--- config.mk ---
export PLATFORM = sky130hd
export DESIGN_NAME = ssrp_top
export DESIGN_NICKNAME = d
export VERILOG_FILES = /design/src/hdl/ssrp_pkg.sv /design/src/hdl/ssrp_pin_if.sv /design/src/hdl/ssrp_sync.sv /design/src/hdl/ssrp_top.sv
export SDC_FILE = /design/constraint.sdc
export NUM_CORES = 1
export LEC_CHECK = 0
export BUFFER_PORTS_ARGS = -buffer_cell sky130_fd_sc_hd__buf_2
export CAP_MARGIN = 20
export CORE_UTILIZATION = 60
export CTS_BUF_LIST = sky130_fd_sc_hd__clkbuf_4 sky130_fd_sc_hd__clkbuf_8 sky130_fd_sc_hd__clkbuf_16
export CTS_CLUSTER_DIAMETER = 120
export DETAILED_ROUTE_END_ITERATION = 16
export HOLD_SLACK_MARGIN = 0.05
export PLACE_DENSITY = 0.8
export SYNTH_ARGS = -nofsm -noshare
export SYNTH_HDL_FRONTEND = slang
export SYNTH_SLANG_ARGS = --single-unit
--- constraint.sdc ---
create_clock -name clk_in -period 3.1 [get_ports clk_in]
set_clock_uncertainty 0.1 [all_clocks]
set_input_delay 0.31 -clock clk_in [delete_from_list [all_inputs] [get_ports clk_in]]
set_output_delay 0.31 -clock clk_in [all_outputs]
set_load 0.01 [all_outputs]
--- src/hdl/ssrp_pkg.sv ---
// Constants and types shared by the serial register port.
// Assumes a single 200 MHz system clock samples every pin.
package ssrp_pkg;
   // Register index and byte geometry
   localparam int IDX_W = 8;
   localparam int BYTE_W = 8;
   localparam logic [3:0] I2C_BYTE_BITS = 4'h8;
   localparam logic [2:0] SPI_LAST_BIT = 3'h7;
   // Fixed upper six bits of the 7-bit bus address
   localparam logic [5:0] I2C_ADDR_HI = 6'h34;
   // Direction bit values
   localparam logic DIR_WRITE = 1'h0;
   localparam logic DIR_READ = 1'h1;
   // Positions of the sampled pins in the synchroniser vector
   localparam int PIN_SCL = 0;
   localparam int PIN_SDA = 1;
   localparam int PIN_CS_N = 2;
   localparam int PIN_ADSEL = 3;
   localparam int PIN_N = 4;
   // Values after reset
   localparam logic [PIN_N-1:0] PIN_RST = 4'hF;
   localparam logic [IDX_W-1:0] IDX_RST = 8'h00;
   localparam logic [BYTE_W-1:0] BYTE_RST = 8'h00;
   localparam logic [3:0] I2C_CNT_RST = 4'h0;
   localparam logic [2:0] SPI_CNT_RST = 3'h0;
   // Byte-level phases of the two-wire side
   typedef enum logic [3:0] {
      I_IDLE, I_ADDR, I_ACK_ADDR, I_INDEX, I_ACK_INDEX, I_WDATA, I_ACK_WDATA,
      I_RDATA, I_MACK, I_RLOAD, I_WAIT
   } ssrp_i2c_state_t;
endpackage

--- src/hdl/ssrp_pin_if.sv ---
// Bundle of synchronised pin levels and their edge pulses.
// Assumes producer and consumer share the system clock.
`timescale 1ns/100ps
interface ssrp_pin_if #(parameter int W = 4);
   logic [W-1:0] lvl;
   logic [W-1:0] rise;
   logic [W-1:0] fall;
   modport src (output lvl, output rise, output fall);
   modport dst (input lvl, input rise, input fall);
endinterface

--- src/hdl/ssrp_sync.sv ---
// Two-flop synchroniser with edge detection for a vector of pins.
// Assumes pins are asynchronous to clk_in; edges lag the pin by two cycles.
`timescale 1ns/100ps
module ssrp_sync #(
   parameter int W = 4,
   parameter logic [W-1:0] RST_VAL = '1
) (
   // Clock and reset
   input wire logic clk_in,
   input wire logic rst_n_in,
   // Raw pins
   input wire logic [W-1:0] raw_in,
   // Synchronised view
   ssrp_pin_if.src pins_out
);
   logic [W-1:0] meta;
   logic [W-1:0] stable;
   logic [W-1:0] prev;

   // First stage is read by the second stage only
   always_ff @(posedge clk_in or negedge rst_n_in) begin
      if (!rst_n_in) begin
         meta <= RST_VAL;
         stable <= RST_VAL;
         prev <= RST_VAL;
      end else begin
         meta <= raw_in;
         stable <= meta;
         prev <= stable;
      end
   end

   assign pins_out.lvl = stable;
   assign pins_out.rise = stable & ~prev;
   assign pins_out.fall = ~stable & prev;
endmodule

--- src/hdl/ssrp_top.sv ---
// Serial register port: two-wire and four-wire slave in front of a register file.
// Assumes the register file answers reg_rd_out with reg_rdata_in one cycle later.
`timescale 1ns/100ps
module ssrp_top (
   // Clock and reset
   input wire logic clk_in,
   input wire logic rst_n_in,
   // Two-wire bus, shared with four-wire clock and data in
   input wire logic scl_in,
   input wire logic sda_in,
   output logic sda_out,
   output logic sda_oe_n_out,
   input wire logic address_select_pin_in,
   // Four-wire select and data out
   input wire logic cs_n_in,
   output logic sdo_out,
   output logic sdo_oe_n_out,
   // Register file side
   output logic [ssrp_pkg::IDX_W-1:0] reg_addr_out,
   output logic [ssrp_pkg::BYTE_W-1:0] reg_wdata_out,
   output logic reg_wr_out,
   output logic reg_rd_out,
   input wire logic [ssrp_pkg::BYTE_W-1:0] reg_rdata_in
);
   ssrp_pin_if #(.W(ssrp_pkg::PIN_N)) pins ();

   ssrp_sync #(.W(ssrp_pkg::PIN_N), .RST_VAL(ssrp_pkg::PIN_RST)) u_sync (
      .clk_in(clk_in),
      .rst_n_in(rst_n_in),
      .raw_in({address_select_pin_in, cs_n_in, sda_in, scl_in}),
      .pins_out(pins)
   );

   logic scl;
   logic sda;
   logic scl_rise;
   logic scl_fall;
   logic sda_rise;
   logic sda_fall;
   logic spi_sel;
   logic adsel;
   assign scl = pins.lvl[ssrp_pkg::PIN_SCL];
   assign sda = pins.lvl[ssrp_pkg::PIN_SDA];
   assign scl_rise = pins.rise[ssrp_pkg::PIN_SCL];
   assign scl_fall = pins.fall[ssrp_pkg::PIN_SCL];
   assign sda_rise = pins.rise[ssrp_pkg::PIN_SDA];
   assign sda_fall = pins.fall[ssrp_pkg::PIN_SDA];
   assign spi_sel = ~pins.lvl[ssrp_pkg::PIN_CS_N];
   assign adsel = pins.lvl[ssrp_pkg::PIN_ADSEL];

   // Shared register index and read data
   logic [ssrp_pkg::IDX_W-1:0] reg_index;
   logic [ssrp_pkg::BYTE_W-1:0] rdata_q;
   logic rd_q;

   // Two-wire side
   ssrp_pkg::ssrp_i2c_state_t i_state;
   logic [3:0] i_cnt;
   logic [ssrp_pkg::BYTE_W-1:0] i_sh;
   logic i_drive;
   logic i_start;
   logic i_stop;
   logic i_byte_done;
   logic i_addr_hit;
   logic i_ev_rd;
   logic i_ev_idx;
   logic i_ev_wr;
   logic i_ev_inc;

   assign i_start = sda_fall & scl & ~spi_sel;
   assign i_stop = sda_rise & scl & ~spi_sel;
   assign i_byte_done = scl_fall & (i_cnt == ssrp_pkg::I2C_BYTE_BITS);
   assign i_addr_hit = (i_sh[7:1] == {ssrp_pkg::I2C_ADDR_HI, adsel});

   // read request once the read address is taken
   assign i_ev_rd = ~spi_sel & ~i_start & ~i_stop & (i_state == ssrp_pkg::I_ADDR)
                    & i_byte_done & i_addr_hit & (i_sh[0] == ssrp_pkg::DIR_READ);
   // first byte after write address is the index
   assign i_ev_idx = ~spi_sel & ~i_start & ~i_stop & (i_state == ssrp_pkg::I_INDEX)
                     & i_byte_done;
   assign i_ev_wr = ~spi_sel & ~i_start & ~i_stop & (i_state == ssrp_pkg::I_WDATA)
                    & i_byte_done;
   // master ack asks for the next register
   assign i_ev_inc = ~spi_sel & ~i_start & ~i_stop & (i_state == ssrp_pkg::I_MACK)
                     & scl_rise & ~sda;

   // Two-wire byte engine; stretching SCL is never used, so reads must be ready early
   always_ff @(posedge clk_in or negedge rst_n_in) begin
      if (!rst_n_in) begin
         i_state <= ssrp_pkg::I_IDLE;
         i_cnt <= ssrp_pkg::I2C_CNT_RST;
         i_sh <= ssrp_pkg::BYTE_RST;
         i_drive <= 1'b0;
      end else if (spi_sel || i_stop) begin
         i_state <= ssrp_pkg::I_IDLE;
         i_drive <= 1'b0;
      end else if (i_start) begin
         // Repeated start lands here as well
         i_state <= ssrp_pkg::I_ADDR;
         i_cnt <= ssrp_pkg::I2C_CNT_RST;
         i_drive <= 1'b0;
      end else begin
         unique case (i_state)
            ssrp_pkg::I_IDLE, ssrp_pkg::I_WAIT: begin
               i_drive <= 1'b0;
            end
            ssrp_pkg::I_ADDR, ssrp_pkg::I_INDEX, ssrp_pkg::I_WDATA: begin
               if (scl_rise && i_cnt != ssrp_pkg::I2C_BYTE_BITS) begin
                  i_sh <= {i_sh[6:0], sda};
                  i_cnt <= i_cnt + 4'h1;
               end
               if (i_byte_done) begin
                  i_cnt <= ssrp_pkg::I2C_CNT_RST;
                  if (i_state == ssrp_pkg::I_ADDR) begin
                     i_drive <= i_addr_hit;
                     // direction bit steers the phase after acknowledge
                     i_state <= i_addr_hit ? ssrp_pkg::I_ACK_ADDR : ssrp_pkg::I_WAIT;
                  end else begin
                     i_drive <= 1'b1;
                     i_state <= (i_state == ssrp_pkg::I_INDEX) ? ssrp_pkg::I_ACK_INDEX
                                                               : ssrp_pkg::I_ACK_WDATA;
                  end
               end
            end
            ssrp_pkg::I_ACK_ADDR: begin
               if (scl_fall) begin
                  if (i_sh[0] == ssrp_pkg::DIR_READ) begin
                     i_drive <= ~rdata_q[7];
                     i_sh <= {rdata_q[6:0], 1'b0};
                     i_cnt <= 4'h1;
                     i_state <= ssrp_pkg::I_RDATA;
                  end else begin
                     i_drive <= 1'b0;
                     i_state <= ssrp_pkg::I_INDEX;
                  end
               end
            end
            ssrp_pkg::I_ACK_INDEX, ssrp_pkg::I_ACK_WDATA: begin
               if (scl_fall) begin
                  i_drive <= 1'b0;
                  i_state <= ssrp_pkg::I_WDATA;
               end
            end
            ssrp_pkg::I_RDATA: begin
               if (scl_fall) begin
                  if (i_cnt == ssrp_pkg::I2C_BYTE_BITS) begin
                     // Release for the master's acknowledge
                     i_drive <= 1'b0;
                     i_state <= ssrp_pkg::I_MACK;
                  end else begin
                     i_drive <= ~i_sh[7];
                     i_sh <= {i_sh[6:0], 1'b0};
                     i_cnt <= i_cnt + 4'h1;
                  end
               end
            end
            ssrp_pkg::I_MACK: begin
               // high on the ninth clock ends the read
               if (scl_rise) begin
                  i_state <= sda ? ssrp_pkg::I_WAIT : ssrp_pkg::I_RLOAD;
               end
            end
            ssrp_pkg::I_RLOAD: begin
               if (scl_fall) begin
                  i_drive <= ~rdata_q[7];
                  i_sh <= {rdata_q[6:0], 1'b0};
                  i_cnt <= 4'h1;
                  i_state <= ssrp_pkg::I_RDATA;
               end
            end
         endcase
      end
   end

   // Open drain: only ever pulls low
   always_ff @(posedge clk_in or negedge rst_n_in) begin
      if (!rst_n_in) begin
         sda_out <= 1'b0;
         sda_oe_n_out <= 1'b1;
      end else begin
         sda_out <= 1'b0;
         sda_oe_n_out <= ~i_drive;
      end
   end

   // Four-wire side; clock and select are inputs only
   logic [2:0] s_cnt;
   logic [ssrp_pkg::BYTE_W-1:0] s_sh;
   logic [ssrp_pkg::BYTE_W-1:0] s_out;
   logic s_first;
   logic s_rw;
   logic s_byte_done;
   logic s_ev_idx;
   logic s_ev_rd;
   logic s_ev_inc;
   logic s_ev_wr;
   logic s_load;

   assign s_byte_done = spi_sel & scl_rise & (s_cnt == ssrp_pkg::SPI_LAST_BIT);
   // first byte is the address byte
   assign s_ev_idx = s_byte_done & s_first;
   // MSB of the address byte selects read
   assign s_ev_rd = s_ev_idx & (s_sh[6] == ssrp_pkg::DIR_READ);
   assign s_ev_inc = s_byte_done & ~s_first & (s_rw == ssrp_pkg::DIR_READ);
   assign s_ev_wr = s_byte_done & ~s_first & (s_rw == ssrp_pkg::DIR_WRITE);
   assign s_load = spi_sel & scl_fall & ~s_first & (s_rw == ssrp_pkg::DIR_READ);

   // select frames the transfer and resets the byte engine
   always_ff @(posedge clk_in or negedge rst_n_in) begin
      if (!rst_n_in) begin
         s_cnt <= ssrp_pkg::SPI_CNT_RST;
         s_sh <= ssrp_pkg::BYTE_RST;
         s_first <= 1'b1;
         s_rw <= ssrp_pkg::DIR_WRITE;
      end else if (!spi_sel) begin
         s_cnt <= ssrp_pkg::SPI_CNT_RST;
         s_first <= 1'b1;
         s_rw <= ssrp_pkg::DIR_WRITE;
      end else if (scl_rise) begin
         // sample on the rising edge, MSB first
         s_sh <= {s_sh[6:0], sda};
         s_cnt <= s_cnt + 3'h1;
         if (s_ev_idx) begin
            s_first <= 1'b0;
            s_rw <= s_sh[6];
         end
      end
   end

   // data out changes on falling edges only; first byte right after address
   always_ff @(posedge clk_in or negedge rst_n_in) begin
      if (!rst_n_in) begin
         s_out <= ssrp_pkg::BYTE_RST;
         sdo_out <= 1'b0;
         sdo_oe_n_out <= 1'b1;
      end else if (!spi_sel) begin
         sdo_oe_n_out <= 1'b1;
      end else if (s_load) begin
         sdo_oe_n_out <= 1'b0;
         if (s_cnt == ssrp_pkg::SPI_CNT_RST) begin
            sdo_out <= rdata_q[7];
            s_out <= {rdata_q[6:0], 1'b0};
         end else begin
            sdo_out <= s_out[7];
            s_out <= {s_out[6:0], 1'b0};
         end
      end
   end

   // Register access; the two links never act in the same cycle
   always_ff @(posedge clk_in or negedge rst_n_in) begin
      if (!rst_n_in) begin
         reg_index <= ssrp_pkg::IDX_RST;
         reg_addr_out <= ssrp_pkg::IDX_RST;
         reg_wdata_out <= ssrp_pkg::BYTE_RST;
         reg_wr_out <= 1'b0;
         reg_rd_out <= 1'b0;
      end else begin
         reg_wr_out <= 1'b0;
         reg_rd_out <= 1'b0;
         if (s_ev_idx) begin
            // low seven bits give the index
            reg_index <= {1'b0, s_sh[5:0], sda};
            reg_addr_out <= {1'b0, s_sh[5:0], sda};
            reg_rd_out <= s_ev_rd;
         end else if (i_ev_idx) begin
            reg_index <= i_sh;
         end else if (s_ev_wr || i_ev_wr) begin
            reg_wr_out <= 1'b1;
            reg_addr_out <= reg_index;
            reg_wdata_out <= s_ev_wr ? {s_sh[6:0], sda} : i_sh;
            reg_index <= reg_index + 8'h01;
         end else if (s_ev_inc || i_ev_inc) begin
            // advance and fetch the next register
            reg_rd_out <= 1'b1;
            reg_addr_out <= reg_index + 8'h01;
            reg_index <= reg_index + 8'h01;
         end else if (i_ev_rd) begin
            reg_rd_out <= 1'b1;
            reg_addr_out <= reg_index;
         end
      end
   end

   // Read data is taken one cycle after the request
   always_ff @(posedge clk_in or negedge rst_n_in) begin
      if (!rst_n_in) begin
         rd_q <= 1'b0;
         rdata_q <= ssrp_pkg::BYTE_RST;
      end else begin
         rd_q <= reg_rd_out;
         if (rd_q) begin
            rdata_q <= reg_rdata_in;
         end
      end
   end

   // Checks
   chk_sdo_hiz_desel: assert property (
      @(posedge clk_in) disable iff (!rst_n_in) !spi_sel |=> sdo_oe_n_out)
      else $error("SDO driven while deselected");

   chk_spi_index_load: assert property (
      @(posedge clk_in) disable iff (!rst_n_in)
      s_ev_idx |=> reg_index == {1'b0, $past(s_sh[5:0]), $past(sda)})
      else $error("Index not taken from address byte");

   chk_spi_read_req: assert property (
      @(posedge clk_in) disable iff (!rst_n_in)
      s_ev_idx |=> (reg_rd_out == $past(s_sh[6])) && !reg_wr_out)
      else $error("Direction bit not honoured");

   chk_spi_first_data: assert property (
      @(posedge clk_in) disable iff (!rst_n_in)
      s_load && s_cnt == ssrp_pkg::SPI_CNT_RST |=> sdo_out == $past(rdata_q[7]) && !sdo_oe_n_out)
      else $error("Read byte not started with its MSB");

   chk_sdo_fall_only: assert property (
      @(posedge clk_in) disable iff (!rst_n_in)
      $changed(sdo_out) |-> $past(scl_fall) && $past(spi_sel))
      else $error("SDO changed away from a falling edge");

   chk_burst_write_inc: assert property (
      @(posedge clk_in) disable iff (!rst_n_in)
      (s_ev_wr || i_ev_wr) |=> reg_wr_out && reg_addr_out == $past(reg_index)
         && reg_index == $past(reg_index) + 8'h01)
      else $error("Burst write did not advance index");

   chk_burst_read_inc: assert property (
      @(posedge clk_in) disable iff (!rst_n_in)
      (s_ev_inc || i_ev_inc) |=> reg_rd_out && reg_addr_out == $past(reg_index) + 8'h01
         ##2 rdata_q == $past(reg_rdata_in))
      else $error("Burst read did not fetch next register");

   chk_i2c_addr_ack: assert property (
      @(posedge clk_in) disable iff (!rst_n_in)
      (i_state == ssrp_pkg::I_ADDR) && i_byte_done && !i_start && !i_stop && !spi_sel
      |=> ##1 sda_oe_n_out == !$past(i_addr_hit, 2))
      else $error("Address acknowledge wrong");

   chk_i2c_nack_ends: assert property (
      @(posedge clk_in) disable iff (!rst_n_in)
      (i_state == ssrp_pkg::I_MACK) && scl_rise && sda && !i_stop && !i_start && !spi_sel
      |=> (i_state == ssrp_pkg::I_WAIT) && !reg_rd_out)
      else $error("Read continued after refusal");

   cov_spi_read: cover property (@(posedge clk_in) disable iff (!rst_n_in) s_ev_rd);
   cov_spi_write: cover property (@(posedge clk_in) disable iff (!rst_n_in) s_ev_wr);
   cov_i2c_burst_read: cover property (@(posedge clk_in) disable iff (!rst_n_in) i_ev_inc);
   cov_i2c_write: cover property (@(posedge clk_in) disable iff (!rst_n_in) i_ev_wr);
endmodule

=== After elaboration in Yosys (flattened, before gate mapping) ===
Cells that the tools add are included.

* Register bits: 85
* Bits of input ports: 14
* Output and inout bits: 22
* Word-level logic and storage cells: 204

* $add $sub $neg: 3
* Equal/unequal tests: 34
* Muxes and demuxes: 72
* Bitwise operators: 44
* Reduce and logical (&&, ||, !) cells: 28

{| class="wikitable"
|+ Operators with widths
! kind !! number
|-
| $mux W8 || 17
|-
| $mux W4 || 19
|-
| $ne A4 B4 Y1 const B || 8
|-
| $pmux W8 S4 || 1
|-
| $and A1 B1 Y1 || 28
|-
| $mux W1 || 27
|-
| $pmux W4 S6 || 1
|-
| $reduce_and A8 Y1 || 3
|-
| $eq A4 B3 Y1 const B || 4
|-
| $eq A4 B4 Y1 const B || 4
|-
| $pmux W4 S4 || 1
|-
| $reduce_bool A8 Y1 || 2
|-
| $ne A3 B3 Y1 const B || 5
|-
| $ne A2 B2 Y1 const B || 6
|-
| $not A1 Y1 || 12
|-
| $reduce_bool A4 Y1 || 3
|-
| $mux W3 || 3
|-
| $reduce_and A9 Y1 || 1
|-
| $add A8 B1 Y8 const B || 1
|-
| $eq A4 B2 Y1 const B || 2
|-
| $reduce_and A2 Y1 || 4
|-
| $eq A7 B7 Y1 || 1
|-
| $pmux W1 S6 || 1
|-
| $reduce_and A6 Y1 || 1
|-
| 18 further kinds || 26
|}

=== Depth between registers and ports, before layout ===
* Depth after elaboration: 16
* Mapped depth: 10
* Mapped depth without buffers: 9

=== Modules after synthesis ===
A second synthesis with hierarchy kept.

* Cell total of the unflattened synthesis: 425
* Area total of the unflattened synthesis: 4435.5 µm²

{| class="wikitable"
|+ By module, submodules not included
! module !! times used !! cells an instance !! area each (µm²) !! sequential area each (µm²)
|-
| ssrp_top || 1 || 405 || 4050.1 || 1855.5
|-
| ssrp_sync || 1 || 20 || 385.4 || 315.3
|}

=== Worst setup path after synthesis ===
Ideal clock, no wire load.

* Path kind: register to register
* Start point: register s_cnt[0]
* End point: register reg_addr_out[6] in the netlist's numbering
* Library setup time: 0.087 ns
* Arrival: 2.166 ns
* Data required time: 2.913 ns
* Slack: 0.747 ns
* Cell stages (with the launch flop): 11
* Path buffers: 2
* Clock period less this slack: 2.353 ns
* Cell sequence: dfrtp_1 ha_1 ha_1 nand3b_4 or4_1 buf_4 o31a_2 nand2b_1 buf_2 mux2_1 a22oi_1

* Longest elaborated chain between the ends: 9
* Elaborated cells on any way between the ends: 15
* Classes of those cells: 2 x eq/ne; 4 x mux; 5 x bitwise; 4 x reduce/logical

{| class="wikitable"
|+ Ends and longest elaborated chain
! element !! line !! text
|-
| start: declaration || ssrp_top.sv:187 || <nowiki>logic [2:0] s_cnt;</nowiki>
|-
| start signal: assignment || ssrp_top.sv:211 || <nowiki>s_cnt <= ssrp_pkg::SPI_CNT_RST;</nowiki>
|-
| start signal: assignment || ssrp_top.sv:216 || <nowiki>s_cnt <= ssrp_pkg::SPI_CNT_RST;</nowiki>
|-
| start signal: assignment || ssrp_top.sv:222 || <nowiki>s_cnt <= s_cnt + 3'h1;</nowiki>
|-
| $eq A3 B3 Y1 * || ssrp_top.sv:199 || <nowiki>assign s_byte_done = spi_sel & scl_rise & (s_cnt == ssrp_pkg::SPI_LAST_BIT);</nowiki>
|-
| $and A1 B1 Y1 * || ssrp_top.sv:199 ||
|-
| $and A1 B1 Y1 || ssrp_top.sv:204, ssrp_top.sv:205 ||
|-
| $and A1 B1 Y1 || ssrp_top.sv:204 || <nowiki>assign s_ev_inc = s_byte_done & ~s_first & (s_rw == ssrp_pkg::DIR_READ);</nowiki>
|-
| $logic_or A1 B1 Y1 || ssrp_top.sv:273 || <nowiki>end else if (s_ev_inc || i_ev_inc) begin</nowiki>
|-
| $mux W8 || ssrp_top.sv:273 ||
|-
| $mux W8 || ssrp_top.sv:268 || <nowiki>end else if (s_ev_wr || i_ev_wr) begin</nowiki>
|-
| $mux W8 || ssrp_top.sv:266 || <nowiki>end else if (i_ev_idx) begin</nowiki>
|-
| $mux W8 || ssrp_top.sv:261 || <nowiki>if (s_ev_idx) begin</nowiki>
|-
| end signal: assignment || ssrp_top.sv:264 || <nowiki>reg_addr_out <= {1'b0, s_sh[5:0], sda};</nowiki>
|-
| end signal: assignment || ssrp_top.sv:270 || <nowiki>reg_addr_out <= reg_index;</nowiki>
|-
| end signal: assignment || ssrp_top.sv:276 || <nowiki>reg_addr_out <= reg_index + 8'h01;</nowiki>
|-
| end: declaration || ssrp_top.sv:19 || <nowiki>output logic [ssrp_pkg::IDX_W-1:0] reg_addr_out,</nowiki>
|}

Every way passes the cells marked *; elsewhere a longest branch is shown, timed or not. The select of a mux whose other input is x is not followed.
A chain may end at the register's enable or synchronous reset.

=== Final worst setup path ===
* Start point: register s_cnt[0]
* End point: register reg_index[5] in the netlist's numbering

* Longest elaborated chain between the ends: 8
* Elaborated cells on any way between the ends: 12
* Classes of those cells: 1 x eq/ne; 3 x mux; 5 x bitwise; 3 x reduce/logical

{| class="wikitable"
|+ Ends and longest elaborated chain
! element !! line !! text
|-
| $eq A3 B3 Y1 * || ssrp_top.sv:199 ||
|-
| $and A1 B1 Y1 * || ssrp_top.sv:199 ||
|-
| $and A1 B1 Y1 || ssrp_top.sv:204, ssrp_top.sv:205 ||
|-
| $and A1 B1 Y1 || ssrp_top.sv:205 || <nowiki>assign s_ev_wr = s_byte_done & ~s_first & (s_rw == ssrp_pkg::DIR_WRITE);</nowiki>
|-
| $logic_or A1 B1 Y1 || ssrp_top.sv:268 ||
|-
| $mux W8 || ssrp_top.sv:268 ||
|-
| $mux W8 || ssrp_top.sv:266 ||
|-
| $mux W8 || ssrp_top.sv:261 ||
|-
| end signal: assignment || ssrp_top.sv:263 || <nowiki>reg_index <= {1'b0, s_sh[5:0], sda};</nowiki>
|-
| end signal: assignment || ssrp_top.sv:267 || <nowiki>reg_index <= i_sh;</nowiki>
|-
| end signal: assignment || ssrp_top.sv:272 || <nowiki>reg_index <= reg_index + 8'h01;</nowiki>
|-
| end: declaration || ssrp_top.sv:52 || <nowiki>logic [ssrp_pkg::IDX_W-1:0] reg_index;</nowiki>
|}

Every way passes the cells marked *; elsewhere a longest branch is shown, timed or not.

==> qor.yml <==
hold_path_class: "in -> reg"
cts_buffers: 9
fillers: 556
p_leak_nw: 2.40
yosys_register_bits: 84
routabilityCongestion: 0.887
path_class: "reg -> reg"
clock_path_buffers: 2
critPathTopFamily: "simple AND/OR/NAND/NOR gates"
crit_buf_inv: 1
area_growth_pct: 10.9
antenna_found_initial: 0
placed_cell_area_um2: 4770
clock-sinks: 84
ant_nets: 0
maxCapViolations: 0
clk_root_buffer_cell: "clkbuf_8"
vdd_drop_max_uv: 373
cts_setup_buffers: 0
grt-ovfl-total: 0
slew_viol_final: 0
synth.distinct_cells: 70
dr_total_vias: 3547
dieArea_um2: 7940
hpwlAfterDp_um: 6760
cp-start-kind: "register"
cp-end-kind: "register"
drc: 0
power_density_nw_per_um2: 631
placed_cells: 559
total_power_mw: 3.19
fin_crit_sh_pct: 82.7
synth_edf_count: 0
final_area_um2: 5050
ys_seq_area_share_pct: 46.5
required_ns: 3.24
tns_ns: 0
die_x_um: 89.1
cts_tree: "built"
final_cells: 581
coreArea_um2: 7290
yosysWarnings: 0
vias_per_cell: 6.10
track_usage_pct: 27.8
slew_headroom_pct: 43.9
worst_slew_pin_slew_ns: 0.839
synthFlopType: "dfrtp_1"
slowest_delay_ns: 0.61
syn_area_um2: 4550
crit_path_cell_trace: "ha_1 -> ha_1 -> nand3b_4 -> or4_1 -> buf_4 -> nand2_1 -> nor3_2 -> mux2_4"
crit_top_cell: "ha_1"
clkTransAtPathRegs_ns: 0.09
num_io_pins: 36
antenna_cells: 0
htreeDepth: 3
die_h_um: 89.1
r2r_cells: 8
crit_cells: 8
clock_latency_ns: 0.36
layout-drive-gt1-share_pct: 25.5
hold_depth: 2
start_util_pct: 62.5
synthArstFlopShare_pct: 100
setup_viol: 0
period_needed_ns: 2.56
io_buffers: 34
grt_pass1_wl_um: 16500
synth_nets: 465
routed_wl_um: 10000
rsz0062_at_grt: "false"
synth.avg_cell_area_um2: 10.2
num_rows: 31
hold_viol_final: 0
drt-wirelength-per-cell_um: 17.3
cpMaxStageDelayCell: "nor3_2"
final_util_pct: 69.3
nets: 497
crit_arrival_ns: 2.70
worstPathMaxFanout: 12
drtIter0Drc: 206
outcome: "completed"
grt_max_degree: 85
fmax_mhz: 390
drtPass1Iterations: 4
grt_pass1_vias: 3296
syn_inst: 445
layout make-up:
| cell class | count | area [um^2] | share of cell area (%) |
|---|---|---|---|
| Inverter | 8 | 30.0 | 0.595 |
| Tap cell | 99 | 124 | 2.45 |
| Sequential cell | 84 | 2120 | 41.9 |
| Timing Repair Buffer | 48 | 310 | 6.14 |
| Multi-Input combinational cell | 326 | 2260 | 44.8 |
| Clock inverter | 6 | 68.8 | 1.36 |
| Clock buffer | 10 | 138 | 2.72 |
per-layer routing:
layer	track usage, %	routed length (um)	vias to the layer above
met5	0	0	-
met4	12.7	223	0
met3	3.79	566	22
met2	43.9	4770	124
met1	38.5	4470	1737
li1	-	-	1664
state kept, by name, indices dropped and copies added (netlist names), 3 cells and up:
| register | cells |
|---|---|
| i_sh | 8 |
| rdata_q | 8 |
| reg_addr_out | 8 |
| reg_index | 8 |
| reg_wdata_out | 8 |
| s_out | 7 |
| s_sh | 7 |
| i_cnt | 4 |
| i_state | 4 |
| u_sync.meta | 4 |
| u_sync.pins_out.lvl | 4 |
| s_cnt | 3 |
cell usage in the layout, fill, tap and decap left out, types with 4 or more instances in the layout:
master / count
dfrtp_1: 71
nand2_1: 55
o21ai_0: 33
buf_2: 33
mux2_2: 30
mux2i_1: 23
nor2_1: 20
nand3_1: 20
a21oi_1: 15
dfstp_2: 13
nand2b_1: 10
clkbuf_8: 10
a211oi_1: 9
buf_4: 9
nor3_1: 8
nor2b_1: 7
xnor2_1: 7
inv_1: 6
o21ai_1: 6
ha_1: 6
and3_1: 5
dlygate4sd3_1: 5
or3_1: 4
o211ai_1: 4
cells in the mapped netlist, drive strengths merged, types with 6 or more instances:
cell type  count  share of area (%)
a211oi         9                1.5
nand3         20                2.2
nor3           9                1.1
nor2b          7               0.96
ha             6                1.6
inv            8               0.66
buf           13                2.0
nand2b        10                1.4
a21oi         15                1.6
clkbuf        14                1.2
nand2         55                4.5
mux2          33                8.2
o21ai         39                4.3
mux2i         23                5.1
nor2          23                2.1
dfrtp         71                 39
dfstp         13                7.5
xnor2          7                1.3
cell families (layout without fill, tap and decap cells):
| family | count (synthesis) | count (layout) | synth area share [%] |
|---|---|---|---|
| compound gates | 99 | 99 | 15.3 |
| fa+ha+maj | 6 | 6 | 1.65 |
| simple gates | 155 | 155 | 17.6 |
| xor+xnor | 9 | 9 | 1.73 |
| mux | 56 | 56 | 13.3 |
| other cells | 1 | 1 | 0.0823 |
| buf+inv | 35 | 72 | 3.82 |
| flops | 84 | 84 | 46.5 |
worst paths after layout:
kind | from | end | slack, ns
worst max register to register | s_cnt[0]$_DFFE_PN0P_ | reg_index[5]$_DFFE_PN0P_ | 0.54
max in group asynchronous | rst_n_in | u_sync.meta[3]$_DFF_PN1_ | 1.93
worst min-delay path | reg_rdata_in[2] | rdata_q[2]$_DFFE_PN0P_ | 0.08
min in group asynchronous | rst_n_in | i_cnt[3]$_DFFE_PN0P_ | 0.32
worst max-delay path | s_cnt[0]$_DFFE_PN0P_ | reg_index[5]$_DFFE_PN0P_ | 0.54
worst min register to register | u_sync.meta[2]$_DFF_PN1_ | u_sync.pins_out.lvl[2]$_DFF_PN1_ | 0.25
per-stage QoR:
step | hold slack, ns | worst slack [ns]
6_report | 0.0787 | 0.536
5_1_grt | 0.0712 | 0.374
4_1_cts | 0.0577 | 0.561
3_5_place_dp | 0.248 | 0.597
3_3_place_gp | 0.246 | 0.666
2_1_floorplan | -0.0856 | 0.747
worst reg2reg max path: cells and delay by family, from the launching register on:
| family | cells | cell delay [ns] |
|---|---|---|
| adder cells (fa/ha/maj) | 2 | 0.45 |
| buffers and inverters | 1 | 0.20 |
| multiplexers | 1 | 0.36 |
| flip-flops | 1 | 0.42 |
| AND/OR/NAND/NOR | 4 | 0.93 |
repair_timing:
item / in CTS / in global routing
gates resized for setup: 0 / 0
hold buffers: 4 / 1
hold endpoints to repair: 4 / 29
report_power, final:
group	leakage, nW	internal (mW)	switching [mW]
logic	1.19	0.437	0.460
registers	1.10	1.24	0.238
clock network	0.104	0.402	0.415
total	2.40	2.08	1.11
Power figures use the tool's default switching activity.
